**config.mk**
```make
export PLATFORM = sky130hd
export DESIGN_NAME = comparator_output_control
export DESIGN_NICKNAME = d
export VERILOG_FILES = /design/src/level_sync.v /design/src/comparator_output_control.v
export VERILOG_INCLUDE_DIRS = /design/src
export SDC_FILE = /design/constraint.sdc
export NUM_CORES = 1
export LEC_CHECK = 0
export ABC_AREA = 1
export BUFFER_PORTS_ARGS = -buffer_cell sky130_fd_sc_hd__buf_2
export CAP_MARGIN = 5
export CORE_MARGIN = 2
export CORE_UTILIZATION = 43
export CTS_BUF_LIST = sky130_fd_sc_hd__clkbuf_16
export CTS_CLUSTER_SIZE = 20
export DETAILED_ROUTE_END_ITERATION = 6
export PLACE_DENSITY = 0.77
export SYNTH_ARGS = -nofsm -noshare
export SYNTH_HDL_FRONTEND = slang
export SYNTH_SLANG_ARGS = --single-unit
```
**constraint.sdc**
```tcl
create_clock -name pclk -period 1.45 [get_ports pclk]
set_input_delay 0.29 -clock pclk [delete_from_list [all_inputs] [get_ports pclk]]
set_output_delay 0.29 -clock pclk [all_outputs]
set_load 0.03 [all_outputs]
```
**src/comparator_output_control_defines.vh**
```
// Constants for the comparator output control block
`ifndef COMPARATOR_OUTPUT_CONTROL_DEFINES_VH
`define COMPARATOR_OUTPUT_CONTROL_DEFINES_VH

`define ADDR_W              8
`define OFF_CONTROL_FIRST   8'h00
`define OFF_CONTROL_SECOND  8'h04
`define OFF_SHARED_RESULT   8'h08
`define OFF_PORT_PIN        8'h0C
`define OFF_INT_STATUS      8'h10
`define OFF_INT_MASK        8'h14

`define BIT_ENABLE          7
`define BIT_RESULT          6
`define BIT_PIN_OE          5
`define BIT_INVERT          4
`define BIT_SPEED           2

`define BIT_EDGE_RISE       7
`define BIT_EDGE_FALL       6

`define BIT_MIRROR          0

`define BIT_DIRECTION       0
`define BIT_LATCH           1

`define BIT_EDGE_FLAG       0

`define RST_SPEED           1'b1
`define RST_DIRECTION       1'b1
`define RST_ZERO            1'b0

`define INSTR_DIV_DEFAULT   4

`endif

```
**src/level_sync.v**
```verilog
// Two flip-flop synchroniser for one level
`default_nettype none
module level_sync (
    input  wire pclk,
    input  wire presetn,
    input  wire async_in,
    output reg  sync_out
);

    reg stage_one;

    // First stage feeds only the second stage
    always @(posedge pclk or negedge presetn) begin
        if (!presetn) begin
            stage_one <= 1'b0;
            sync_out  <= 1'b0;
        end else begin
            stage_one <= async_in;
            sync_out  <= stage_one;
        end
    end

endmodule
`default_nettype wire

```
**src/comparator_output_control.v**
```verilog
// Comparator control, result latching, pin override and APB registers
`include "comparator_output_control_defines.vh"
`default_nettype none
module comparator_output_control #(
    parameter INSTR_DIV = `INSTR_DIV_DEFAULT
) (
    input  wire        pclk,
    input  wire        presetn,
    input  wire        psel,
    input  wire        penable,
    input  wire        pwrite,
    input  wire [31:0] paddr,
    input  wire [31:0] pwdata,
    output reg  [31:0] prdata,
    output reg         pready,
    output reg         pslverr,
    input  wire        core_raw_result,
    output reg         core_power_on,
    output reg         core_speed_normal,
    output reg         pin_out,
    output reg         pin_oe,
    output reg         irq
);

    // Control and status bits
    reg        comparator_enable_bit;
    reg        pin_output_enable;
    reg        output_invert_bit;
    reg        speed_power_select;
    reg        edge_rise_enable;
    reg        edge_fall_enable;
    reg        pin_direction_bit;
    reg        port_data_latch;
    reg        int_mask;
    reg        int_status;

    // Result path
    wire       raw_synced;
    reg        comparator_result_status;
    reg  [7:0] div_count;
    reg        instr_tick;

    // Bus decode
    wire       setup_phase;
    wire       access_done;
    wire       wr_done;
    wire       rd_done;
    wire [7:0] addr_lo;
    reg  [31:0] next_rdata;
    reg        next_err;

    wire       next_result;
    wire       rise_event;
    wire       fall_event;
    wire       edge_event;
    wire       status_read;
    wire       pin_data;

    // Offset decode used by the error flag only; the read mux decodes with its own case
    function is_mapped;
        input [7:0] a;
        begin
            is_mapped = (a == `OFF_CONTROL_FIRST)  ||
                        (a == `OFF_CONTROL_SECOND) ||
                        (a == `OFF_SHARED_RESULT)  ||
                        (a == `OFF_PORT_PIN)       ||
                        (a == `OFF_INT_STATUS)     ||
                        (a == `OFF_INT_MASK);
        end
    endfunction

    level_sync u_result_sync (
        .pclk     (pclk),
        .presetn  (presetn),
        .async_in (core_raw_result),
        .sync_out (raw_synced)
    );

    assign addr_lo     = paddr[7:0];
    assign setup_phase = psel & ~penable;
    assign access_done = psel & penable & pready;
    assign wr_done     = access_done & pwrite & ~pslverr;
    assign rd_done     = access_done & ~pwrite & ~pslverr;

    // Instruction cycle enable; divider keeps the single clock domain
    always @(posedge pclk or negedge presetn) begin
        if (!presetn) begin
            div_count  <= 8'h00;
            instr_tick <= 1'b0;
        end else if (div_count == INSTR_DIV[7:0] - 8'h01) begin
            div_count  <= 8'h00;
            instr_tick <= 1'b1;
        end else begin
            div_count  <= div_count + 8'h01;
            instr_tick <= 1'b0;
        end
    end

    // Polarity applied as XOR, same as swapping the inputs
    assign next_result = comparator_enable_bit &
                         (raw_synced ^ output_invert_bit);

    // Latched once per instruction cycle
    always @(posedge pclk or negedge presetn) begin
        if (!presetn) begin
            comparator_result_status <= `RST_ZERO;
        end else if (instr_tick) begin
            comparator_result_status <= next_result;
        end
    end

    assign rise_event = instr_tick & next_result &
                        ~comparator_result_status & edge_rise_enable;
    assign fall_event = instr_tick & ~next_result &
                        comparator_result_status & edge_fall_enable;
    assign edge_event = rise_event | fall_event;

    assign status_read = rd_done & (addr_lo == `OFF_INT_STATUS);

    // Register writes land at the access edge
    always @(posedge pclk or negedge presetn) begin
        if (!presetn) begin
            comparator_enable_bit <= `RST_ZERO;
            pin_output_enable     <= `RST_ZERO;
            output_invert_bit     <= `RST_ZERO;
            speed_power_select    <= `RST_SPEED;
            edge_rise_enable      <= `RST_ZERO;
            edge_fall_enable      <= `RST_ZERO;
            pin_direction_bit     <= `RST_DIRECTION;
            port_data_latch       <= `RST_ZERO;
            int_mask              <= `RST_ZERO;
        end else if (wr_done) begin
            case (addr_lo)
                `OFF_CONTROL_FIRST: begin
                    comparator_enable_bit <= pwdata[`BIT_ENABLE];
                    pin_output_enable     <= pwdata[`BIT_PIN_OE];
                    output_invert_bit     <= pwdata[`BIT_INVERT];
                    speed_power_select    <= pwdata[`BIT_SPEED];
                end
                `OFF_CONTROL_SECOND: begin
                    edge_rise_enable <= pwdata[`BIT_EDGE_RISE];
                    edge_fall_enable <= pwdata[`BIT_EDGE_FALL];
                end
                `OFF_PORT_PIN: begin
                    pin_direction_bit <= pwdata[`BIT_DIRECTION];
                    port_data_latch   <= pwdata[`BIT_LATCH];
                end
                `OFF_INT_MASK: begin
                    int_mask <= pwdata[`BIT_EDGE_FLAG];
                end
                default: begin
                    int_mask <= int_mask;
                end
            endcase
        end
    end

    // Sticky flag; a new edge beats the clearing read
    always @(posedge pclk or negedge presetn) begin
        if (!presetn) begin
            int_status <= `RST_ZERO;
        end else if (edge_event) begin
            int_status <= 1'b1;
        end else if (status_read) begin
            int_status <= 1'b0;
        end
    end

    always @(posedge pclk or negedge presetn) begin
        if (!presetn) begin
            irq <= 1'b0;
        end else begin
            irq <= (int_status | edge_event) & int_mask &
                   ~(status_read & ~edge_event);
        end
    end

    // Read data
    always @* begin
        next_rdata = 32'h0000_0000;
        next_err   = ~is_mapped(addr_lo);
        case (addr_lo)
            `OFF_CONTROL_FIRST: begin
                next_rdata[`BIT_ENABLE] = comparator_enable_bit;
                next_rdata[`BIT_RESULT] = comparator_result_status;
                next_rdata[`BIT_PIN_OE] = pin_output_enable;
                next_rdata[`BIT_INVERT] = output_invert_bit;
                next_rdata[`BIT_SPEED]  = speed_power_select;
            end
            `OFF_CONTROL_SECOND: begin
                next_rdata[`BIT_EDGE_RISE] = edge_rise_enable;
                next_rdata[`BIT_EDGE_FALL] = edge_fall_enable;
            end
            `OFF_SHARED_RESULT: begin
                next_rdata[`BIT_MIRROR] = comparator_result_status;
            end
            `OFF_PORT_PIN: begin
                next_rdata[`BIT_DIRECTION] = pin_direction_bit;
                next_rdata[`BIT_LATCH]     = port_data_latch;
            end
            `OFF_INT_STATUS: begin
                next_rdata[`BIT_EDGE_FLAG] = int_status;
            end
            `OFF_INT_MASK: begin
                next_rdata[`BIT_EDGE_FLAG] = int_mask;
            end
            default: begin
                next_rdata = 32'h0000_0000;
            end
        endcase
    end

    // No wait state; registered from the setup phase so read data and error come from flip-flops
    always @(posedge pclk or negedge presetn) begin
        if (!presetn) begin
            pready  <= 1'b0;
            pslverr <= 1'b0;
            prdata  <= 32'h0000_0000;
        end else if (setup_phase) begin
            pready  <= 1'b1;
            pslverr <= next_err;
            prdata  <= pwrite ? 32'h0000_0000 : next_rdata;
        end else begin
            pready  <= 1'b0;
            pslverr <= 1'b0;
            prdata  <= 32'h0000_0000;
        end
    end

    // Analog core controls
    always @(posedge pclk or negedge presetn) begin
        if (!presetn) begin
            core_power_on     <= 1'b0;
            core_speed_normal <= `RST_SPEED;
        end else begin
            core_power_on     <= comparator_enable_bit;
            core_speed_normal <= speed_power_select;
        end
    end

    // Pin drive follows the direction bit only
    always @(posedge pclk or negedge presetn) begin
        if (!presetn) begin
            pin_oe <= 1'b0;
        end else begin
            pin_oe <= ~pin_direction_bit;
        end
    end

    // Pin skips the instruction-cycle latch; only the synchroniser and the
    // output flop stand between it and the core
    assign pin_data = pin_output_enable ? next_result :
                      port_data_latch;

    always @(posedge pclk or negedge presetn) begin
        if (!presetn) begin
            pin_out <= `RST_ZERO;
        end else begin
            pin_out <= pin_data;
        end
    end

endmodule
`default_nettype wire

```
==> results of run 1 <==
[synth_stat cells]
cell	number	share of area, %
a21o_1	1	0.41
nor2_1	19	3.9
dfstp_2	3	4.3
nor4_1	1	0.34
nand2_1	42	8.6
nand2_2	2	0.69
nor4_2	1	0.69
nand3_2	3	1.6
inv_1	21	4.3
ha_1	1	0.69
conb_1	1	0.21
nor3_1	4	1.1
o21ai_0	3	0.82
xnor2_1	1	0.48
nand4_1	3	1.0
buf_4	25	10
nand3_1	15	4.1
o21ai_2	1	0.48
dfrtp_1	33	45
xor2_1	3	1.4
and3_1	1	0.34
nor2_2	2	0.69
inv_2	6	1.2
nor3_2	1	0.55
nand4_4	1	1.2
nor2_4	3	1.9
or2_2	1	0.34
nor3_4	1	0.89
buf_6	1	0.62
o21ai_1	1	0.27
a21oi_1	4	1.1
[metrics by stage]
stage / utilization (%) / total power [W]
finish: 53.0 / 0.00239
global route: 53.0 / 0.00247
CTS: 53.0 / 0.00241
detailed placement: 48.9 / 0.00123
global placement: 48.9 / 0.00123
floorplan: - / 0.00122
[where the power goes]
| part | internal [W] | total (W) | switching, W |
|---|---|---|---|
| logic | 0.0000378 | 0.000196 | 0.000158 |
| registers | 0.00101 | 0.00102 | 0.00000479 |
| clock network | 0.000800 | 0.00118 | 0.000376 |
| total | 0.00185 | 0.00239 | 0.000538 |
[cells by family (layout without fill, tap and decap cells)]
kind of cell,after synthesis,in the layout,synth area share (%)
AOI/OAI and AO/OA,10,10,3.09
xor gates and xnor gates,4,4,1.92
DFF,36,36,49.6
other,1,25,0.206
buffers and inverters,53,72,16.5
adders and majority gates,1,1,0.686
and+or+nand+nor,100,100,28.0
[placed cells by master, fill, tap and decap left out]
master and count:
nand2_2 2, nand4_4 1, buf_2 34, inv_2 6
or2_2 1, nand2_1 42, nor2_1 19, o21ai_1 1
nor4_2 1, nor3_4 1, ha_1 1, clkbuf_16 5
o21ai_0 3, nor4_1 1, nor2_4 3, o21ai_2 1
nor2_2 2, dfstp_2 3, a21o_1 1, buf_4 3
nor3_1 4, nand3_1 15, and3_1 1, clkinv_2 1
bufinv_16 1, nand4_1 3, conb_1 25, a21oi_1 4
xnor2_1 1, nor3_2 1, dfrtp_1 33, nand3_2 3
inv_1 22, xor2_1 3
[layout make-up]
cell class / count / area (sq um)
clock buffer: 5 / 125
inverter: 27 / 101
sequential: 36 / 905
multi-input combinational: 140 / 708
fill: 383 / 1900
timing repair buffer: 37 / 193
clock inverter: 3 / 38.8
tap: 50 / 62.6
[routing by layer]
layer,wire length (um),GRT usage (%),up-vias
li1,-,-,673
met1,1380,17.3,591
met2,1500,22.6,47
met3,170,3.22,5
met4,54,6.54,0
met5,0,0,-
[worst max-delay path by stage]
| stage | start | end | slack (ns) | cells after the start |
|---|---|---|---|---|
| 2_1_floorplan | pready$_DFF_PN0_ | port_data_latch$_DFFE_PN0P_ | 0.17 | 6 |
| 3_3_place_gp | paddr[1] | comparator_enable_bit$_DFFE_PN0P_ | 0.19 | 7 |
| 3_5_place_dp | paddr[1] | prdata[5]$_DFF_PN0_ | 0.13 | 6 |
| 4_1_cts | core_speed_normal$_DFF_PN1_ | core_speed_normal | 0.18 | 1 |
| 5_1_grt | div_count[0]$_DFF_PN0_ | div_count[0]$_DFF_PN0_ | 0.09 | 4 |
| 6_report | core_speed_normal$_DFF_PN1_ | core_speed_normal | 0.20 | 1 |
==> metrics.md, run 1 <==
| Metric | Value |
|---|---|
| Outcome | `completed` |
| Final Slew Violations | `0` |
| CTS tree | `done` |
| Die ar. | `approximately 4800 sq um` |
| CP endpoint kind | `output port` |
| HPWL Detailed | `about 2300 um` |
| Top Registers | `div_count (8), prdata (7)` |
| Post-synthesis sequential area ratio | `between 40% and 50%` |
| Max reg flops | `8` |
| WL final | `slightly above 3000 um` |
| Setup TNS | `0 ns` |
| Post-route cell area | `about 2100 sq um` |
| Antenna violations before repair | `0` |
| Post-CTS setup buffer count | `0` |
| H-tree Lvls | `2` |
| Worst setup path category | `reg -> out` |
| Critical Path RT | `around 1.2 ns` |
| Worst Hold Class | `in -> async` |
| Global Route Usage Sum | `13.9%` |
| Critical-path cell list | `buf_2` |
| Unrepaired setup endpoints after global routing | `false` |
| Fin nets | `around 320` |
| Vias per std cell | `~4.4` |
| R2R Setup Slk | `0.23 ns` |
| Bufs and invs on worst path | `1` |
| Arrival @ worst endpoint | `0.96 ns` |
| PnR worst setup slack | `approximately 0.20 ns` |
| # DRC | `0` |
| Worst r2r src | `div_count[0]$_DFF_PN0_` |
| Critical path's slowest cell | `dfstp_2` |
| Avg WL per Cell | `between 10 and 15 um` |
| Crit path time final | `between 1 and 1.5 ns` |
| Cell variety after synth | `31` |
| LEAKAGE | `about 1.1 nW` |
| Average instance area after synthesis | `8.89 sq um` |
| Layout area overhead | `17.0%` |
| Maximum clock frequency | `797 MHz` |
| Placed Cells | `290` |
| Number of global-route vias before repair | `1237` |
| CTS Sinks | `36` |
| Final Skew | `0.00639 ns` |
| Total number of vias | `about 1.3k` |
| Cells after synthesis | `around 210` |
| Crit path max fanout | `1` |
| Worst-case clock buffer depth | `2` |
| Row cnt | `23` |
| Total grt overflow | `0` |
| Register bit total from synthesis | `36` |
| Initial core utilization | `roughly 45%` |
| PortBufs | `34` |
| Final hold slack | `roughly 0.036 ns` |
| Pre-antenna DRT Iters | `4` |
| Synth Warn # | `0` |
| Skew-Pair Late Insertion Delay | `0.27 ns` |
| Family with the most delay on the worst path | `flip-flops` |
| Worst Reg-to-Reg Cells | `4` |
| CTS resizes | `0` |
| 1st-iter DRT viols | `64` |
| Most flops, register | `div_count` |
| Root Buffer | `clkbuf_16` |
| Post-Syn Area | `roughly 1800 sq um` |
| CTS Buf Count | `5` |
| Maximum vdd drop | `0.673 mV` |
| Largest net degree at the start of global routing | `37` |
| Reg clk slew, reported paths | `about 0.050 ns` |
| CORE AREA | `about 4000 sq um` |
| Setup crit start kind | `register` |
| Die extent in x | `approximately 69 um` |
| Final Hold Viols | `0` |
| Max_cap viols | `0` |
| Final setup fails | `0` |
| Global-route wire length before repair | `roughly 5300 um` |
| # hold bufs at CTS | `0` |
| Dpl cell area | `between 1500 and 2000 sq um` |
| Non-filler cells, final | `298` |
| FF-to-FF End | `div_count[0]$_DFF_PN0_` |
| Gpl congestion | `just under 0.8` |
| Share of layout cells above drive strength 1 | `roughly 28%` |
| ANT nets after route | `0` |
| Final period utilization | `86.5%` |
| Setup WS pre-CTS | `between 0.1 and 0.15 ns` |
| PD cells | `around 1100 nW/um^2` |
| Ports | `~110` |
| CP peak stage delay | `around 0.5 ns` |
| DIE HEIGHT | `69.1 um` |
| Ant diodes | `0` |
(Power assumes the default switching activity.)
==> run 2: changes to the inputs <==
- CORE_UTILIZATION: 43 -> 25
- CTS_BUF_LIST: sky130_fd_sc_hd__clkbuf_16 -> sky130_fd_sc_hd__clkbuf_4
- PLACE_DENSITY: 0.77 -> 0.48
- TNS_END_PERCENT: unset -> 10
==> metrics.md, run 2 (synthesis results as in run 1) <==
| Metric | Value |
|---|---|
| ANT nets after route | `0 (unchanged)` |
| Outcome | `completed` |
| Top Registers | `div_count (8), prdata (7)` |
| Fillers | `799 (+110%)` |
| Crit path max fanout | `1 (unchanged)` |
| Commonest cells after routing, fill and taps aside | `nand2_1, buf_2, dfrtp_1` |
| Grt met3 use | `3.79% (+0.57 points)` |
| CTS Buf Count | `5 (unchanged)` |
| Fin nets | `320 (+0.63%)` |
| Worst-case clock buffer depth | `2 (unchanged)` |
| Largest net degree at the start of global routing | `37 (unchanged)` |
| Final Hold Viols | `0 (unchanged)` |
| Layout area overhead | `17.4%` |
| Storage element area | `905 sq um (unchanged)` |
| Avg WL per Cell | `9.62 um (-7.7%)` |
| CTS resizes | `0 (unchanged)` |
| Number of global-route vias before repair | `1271 (+2.7%)` |
| Share of layout cells above drive strength 1 | `28.4% (+0.58 points)` |
| Vias per std cell | `3.77 (-15%)` |
| Maximum vdd drop | `0.321 mV (-52%)` |
| Worst Hold Class | `in -> reg` |
| 1st-iter DRT viols | `27 (-58%)` |
| PortBufs | `34 (unchanged)` |
| Final hold slack | `0.0575 ns (+0.0219 ns)` |
| CP endpoint kind | `output port` |
| Gpl congestion | `0.753 (-4.8%)` |
| Antenna violations before repair | `0 (unchanged)` |
| Die extent in x | `89.4 um (+29%)` |
| Max reg flops | `8 (unchanged)` |
| Family with the most delay on the worst path | `flip-flops` |
| Final setup fails | `0 (unchanged)` |
| Most common cell after layout, fill and taps aside | `nand2_1` |
| Global Route met2 Usage | `16.7% (-5.9 points)` |
| Ant diodes | `0 (unchanged)` |
| CTS Sinks | `36 (unchanged)` |
| Ports | `109 (unchanged)` |
| Worst Reg-to-Reg Cells | `5 (+1)` |
| Row cnt | `31 (+35%)` |
| Bufs and invs on worst path | `1 (unchanged)` |
| HPWL Detailed | `2650 um (+14%)` |
| R2R Setup Slk | `0.20 ns (-0.03 ns)` |
| Reg clk slew, reported paths | `0.11 ns (+0.06 ns)` |
| Arrival @ worst endpoint | `1.04 ns (+0.08 ns)` |
| Root Buffer | `clkbuf_4` |
| Area occupied by multi-input gates | `708 sq um (unchanged)` |
| Setup crit start kind | `register` |
| Total grt overflow | `0 (unchanged)` |
| PnR worst setup slack | `0.120 ns (-0.0758 ns)` |
| WL final | `3360 um (+8.0%)` |
| H-tree Lvls | `2 (unchanged)` |
| Crit path time final | `1.33 ns (+0.0758 ns)` |
| Total number of vias | `1314 (-0.15%)` |
| Worst hold path cell count | `1` |
| # DRC | `0 (unchanged)` |
| Critical Path RT | `1.16 ns (about the same)` |
| CP peak stage delay | `0.53 ns (+0.02 ns)` |
| Gr busiest metal | `met2` |
| Final Slew Violations | `0 (unchanged)` |
| Pre-antenna DRT Iters | `4 (unchanged)` |
| PD cells | `908 nW/um^2 (-19%)` |
| Pwr Total | `0.00194 W (-19%)` |
| LEAKAGE | `1.10 nW (-2.2%)` |
| Most flops, register | `div_count` |
| DIE HEIGHT | `89.4 um (+29%)` |
| Setup WS pre-CTS | `0.127 ns (-0.00767 ns)` |
| CORE AREA | `7140 sq um (+77%)` |
| Met1 Use GR | `10.6% (-6.7 points)` |
| Worst setup path category | `reg -> out` |
| Final Skew | `0.0112 ns (+0.00484 ns)` |
| Final period utilization | `91.7% (+5.2 points)` |
| Skew-Pair Late Insertion Delay | `0.34 ns (+0.07 ns)` |
| Maximum clock frequency | `752 MHz (-5.7%)` |
| Global Route Usage Sum | `9.58% (-4.3 points)` |
| Initial core utilization | `25.5% (-20 points)` |
| Critical-path cell list | `buf_2` |
| Crit path depth | `1 (unchanged)` |
| Global-route wire length before repair | `5710 um (+8.4%)` |
| CTS tree | `done` |
| Setup TNS | `0 ns (unchanged)` |
| Die ar. | `7990 sq um (+67%)` |
| Max_cap viols | `0 (unchanged)` |
| Critical path's slowest cell | `dfstp_2` |
| Unrepaired setup endpoints after global routing | `false` |
[run 2: worst paths after layout]
kind	end	from
worst min register to register	u_result_sync.sync_out$_DFF_PN0_	u_result_sync.stage_one$_DFF_PN0_
worst min-delay path	u_result_sync.stage_one$_DFF_PN0_	core_raw_result
min in group asynchronous	prdata[6]$_DFF_PN0_	presetn
max in group asynchronous	pin_direction_bit$_DFFE_PN1P_	presetn
worst max register to register	pin_direction_bit$_DFFE_PN1P_	pready$_DFF_PN0_
worst max-delay path	core_speed_normal	core_speed_normal$_DFF_PN1_
[run 2: final cells by class]
cell class | count | area share (%)
clock inverters | 2 | 1.64
flip-flops and latches | 36 | 42.3
well taps | 99 | 5.79
multi-input cells | 140 | 33.1
inverters | 27 | 4.73
repair buffers | 39 | 10.4
clock buffers | 6 | 2.10
[run 2: power by group]
part / internal (W) / total (W) / switching [W]
Combinational: 0.0000439 / 0.000205 / 0.000161
Clock: 0.000380 / 0.000723 / 0.000343
Sequential: 0.00101 / 0.00102 / 0.00000476
Total: 0.00144 / 0.00194 / 0.000508
[run 2: per-layer routing]
metal	wire [um]	vias up
met4	26	0
met3	258	2
met5	0	-
met1	1390	603
met2	1680	33
li1	-	676
[run 2: per-stage QoR]
step | area [sq um] | instances | util, %
after floorplan | 1910 | 229 | -
after global placement | 2050 | 340 | 28.7
after detailed placement | 2050 | 340 | 28.7
after CTS | 2140 | 349 | 30.0
after global routing | 2140 | 349 | 30.0
final | 2140 | 349 | 30.0
[run 2: what timing repair did]
| action | CTS | global route |
|---|---|---|
| endpoints found under the setup margin | 0 | 0 |
| hold buffers | 1 | 0 |
| buffers inserted | 0 | 0 |
| endpoints found under the hold margin | 33 | 0 |
==> run 3: changes to the inputs <==
- SKIP_CTS_REPAIR_TIMING: unset -> 1
- SYNTH_HIERARCHICAL: unset -> 1
==> metrics.md, run 3 <==
| Metric | Value |
|---|---|
| FF-to-FF End | `port_data_latch$_DFFE_PN0P_` |
| Layout area overhead | `18.6%` |
| Root Buffer | `clkbuf_4` |
| 1st-iter DRT viols | `38 (+41%)` |
| Total number of vias | `1292 (-1.7%)` |
| Top_reg_cell synth | `dfrtp_1` |
| Bufs and invs on worst path | `1 (unchanged)` |
| Die extent in x | `87.9 um (-1.6%)` |
| Count leader, synth | `nand2_1` |
| End of the critical path | `core_speed_normal` |
| Total grt overflow | `0 (unchanged)` |
| Post-Syn Area | `1760 sq um (-3.4%)` |
| Crit path depth | `1 (unchanged)` |
| PD cells | `921 nW/um^2 (+1.5%)` |
| Share of layout cells above drive strength 1 | `24.4% (-4.0 points)` |
| Worst r2r src | `pready$_DFF_PN0_` |
| Critical path's slowest cell | `dfstp_2` |
| Row cnt | `30 (-3.2%)` |
| Area occupied by multi-input gates | `662 sq um (-6.5%)` |
| Async set-reset flop share out of synthesis | `100% (unchanged)` |
| Post-synth EDFFs | `0 (unchanged)` |
| Fin nets | `320 (unchanged)` |
| Storage element area | `905 sq um (unchanged)` |
| Final period utilization | `92.4% (+0.66 points)` |
| Synth Warn # | `6 (+6)` |
| Worst Hold Class | `in -> reg` |
| Family with the most delay on the worst path | `flip-flops` |
| R2R Setup Slk | `0.22 ns (+0.02 ns)` |
| Final Skew | `0.0106 ns (-0.000638 ns)` |
| Ant diodes | `0 (unchanged)` |
| Post-synthesis sequential area ratio | `51.3% (+1.7 points)` |
| Register bit total from synthesis | `36 (unchanged)` |
| Final Hold Viols | `0 (unchanged)` |
| DIE HEIGHT | `87.9 um (-1.6%)` |
| CP startpoint | `core_speed_normal$_DFF_PN1_` |
| Setup crit start kind | `register` |
| LEAKAGE | `1.09 nW (-1.4%)` |
| Crit path time final | `1.34 ns (+0.00955 ns)` |
| PortBufs | `34 (unchanged)` |
| Final Slew Violations | `0 (unchanged)` |
| Top post-synthesis cells by count | `nand2_1, dfrtp_1, buf_4, inv_1, nor2_1` |
| Vias per std cell | `3.73 (-0.82%)` |
| Cells after synthesis | `202 (-1.5%)` |
| Unrepaired setup endpoints after global routing | `false` |
| Post-route cell area | `2090 sq um (-2.4%)` |
| Fillers | `710 (-11%)` |
| Yosys top cell by area | `dfrtp_1` |
| Setup TNS | `0 ns (unchanged)` |
| Initial core utilization | `25.9% (+0.39 points)` |
| WL final | `3230 um (-4.0%)` |
| CTS Sinks | `36 (unchanged)` |
| CTS tree | `done` |
| Leading post-synthesis cells by cell area | `dfrtp_1, buf_4, nand2_1` |
| Outcome | `completed` |
| Most flops, register | `div_count` |
| Most common cell after layout, fill and taps aside | `nand2_1` |
| Post-synth top area share | `46.9% (+1.6 points)` |
| Global-route wire length before repair | `5460 um (-4.4%)` |
| PnR worst setup slack | `0.110 ns (-0.00955 ns)` |
| Worst setup path category | `reg -> out` |
| Critical Path RT | `1.16 ns (about the same)` |
| Maximum vdd drop | `0.314 mV (-2.3%)` |
| Commonest cells after routing, fill and taps aside | `nand2_1, buf_2, dfrtp_1` |
| CTS Buf Count | `5 (unchanged)` |
| Worst Reg-to-Reg Cells | `5 (unchanged)` |
| Antenna violations before repair | `0 (unchanged)` |
| Average instance area after synthesis | `8.72 sq um (-1.9%)` |
| Max_cap viols | `0 (unchanged)` |
| CORE AREA | `6790 sq um (-4.8%)` |
| Maximum clock frequency | `746 MHz (-0.71%)` |
| Critical-path cell list | `buf_2` |
| ANT nets after route | `0 (unchanged)` |
| Dpl cell area | `2000 sq um (-2.5%)` |
| Placed Cells | `337 (-0.88%)` |
| Final setup fails | `0 (unchanged)` |
| Global Route Usage Sum | `9.21% (-0.36 points)` |
| Worst-case clock buffer depth | `2 (unchanged)` |
| CP peak stage delay | `0.53 ns (about the same)` |
| Number of global-route vias before repair | `1217 (-4.2%)` |
| CP endpoint kind | `output port` |
| Largest net degree at the start of global routing | `15 (-59%)` |
| Non-filler cells, final | `346 (-0.86%)` |
| Gpl congestion | `0.764 (+1.6%)` |
| Top Registers | `div_count (8), prdata (7)` |
| Crit path max fanout | `1 (unchanged)` |
| Cell variety after synth | `27 (-13%)` |
| Reg clk slew, reported paths | `0.12 ns (about the same)` |
| H-tree Lvls | `2 (unchanged)` |
| Setup WS pre-CTS | `0.0946 ns (-0.0319 ns)` |
| Max reg flops | `8 (unchanged)` |
| Ports | `109 (unchanged)` |
| Pre-antenna DRT Iters | `4 (unchanged)` |
| Avg WL per Cell | `9.32 um (-3.2%)` |
| Skew-Pair Late Insertion Delay | `0.35 ns (about the same)` |
| Die ar. | `7730 sq um (-3.2%)` |
| HPWL Detailed | `2500 um (-5.5%)` |
| # DRC | `0 (unchanged)` |
| Arrival @ worst endpoint | `1.05 ns (about the same)` |
-- run 3: per-layer routing --
| metal | global-route usage, % | wire (um) | part of all wire [%] |
|---|---|---|---|
| met5 | 0 | 0 | 0 |
| met4 | 3.78 | 62 | 1.9 |
| met3 | 3.68 | 251 | 7.8 |
| met2 | 15.0 | 1440 | 45 |
| met1 | 10.8 | 1470 | 46 |
-- run 3: final cells by class --
cell class              count  share of cell area (%)
repair buffers             41                    10.8
inverters                  26                    4.67
well taps                  96                    5.75
flip-flops and latches     36                    43.3
clock buffers               5                    1.80
multi-input cells         139                    31.7
clock inverters             3                    2.04
-- run 3: cells by family after synthesis --
family                     Yosys count  synth area share (%)
other                                1                 0.213
buffers and inverters               51                  16.2
adders and majority gates            1                 0.710
AOI/OAI and AO/OA                   12                  3.55
and+or+nand+nor                     97                  26.0
xor gates and xnor gates             4                  1.99
DFF                                 36                  51.3
-- run 3: worst min-delay path by stage --
stage | from | end | slack [ns] | depth (start not counted)
4_1_cts | presetn | pslverr$_DFF_PN0_ | -0.19 | 1
3_5_place_dp | presetn | prdata[1]$_DFF_PN0_ | 0.20 | 1
2_1_floorplan | presetn | comparator_enable_bit$_DFFE_PN0P_ | -0.006 | 0
3_3_place_gp | presetn | prdata[1]$_DFF_PN0_ | 0.20 | 1
6_report | core_raw_result | u_result_sync/stage_one$_DFF_PN0_ | 0.04 | 1
5_1_grt | core_raw_result | u_result_sync/stage_one$_DFF_PN0_ | 0.005 | 1
-- run 3: report_power, final --
group / total [W] / leakage, nW / internal (W) / switching [W]
sequential: 0.00102 / 0.471 / 0.00101 / 0.00000508
combinational: 0.000195 / 0.574 / 0.0000422 / 0.000153
clock: 0.000714 / 0.0412 / 0.000359 / 0.000354
-- run 3: metrics by stage --
step                      hold slack, ns  utilization [%]  total power (W)
after floorplan                 -0.00559                -          0.00121
after global placement             0.198             29.4          0.00123
after detailed placement           0.204             29.4          0.00123
after CTS                         -0.188             30.6          0.00196
after global routing             0.00530             30.8          0.00202
final                             0.0357             30.8          0.00193
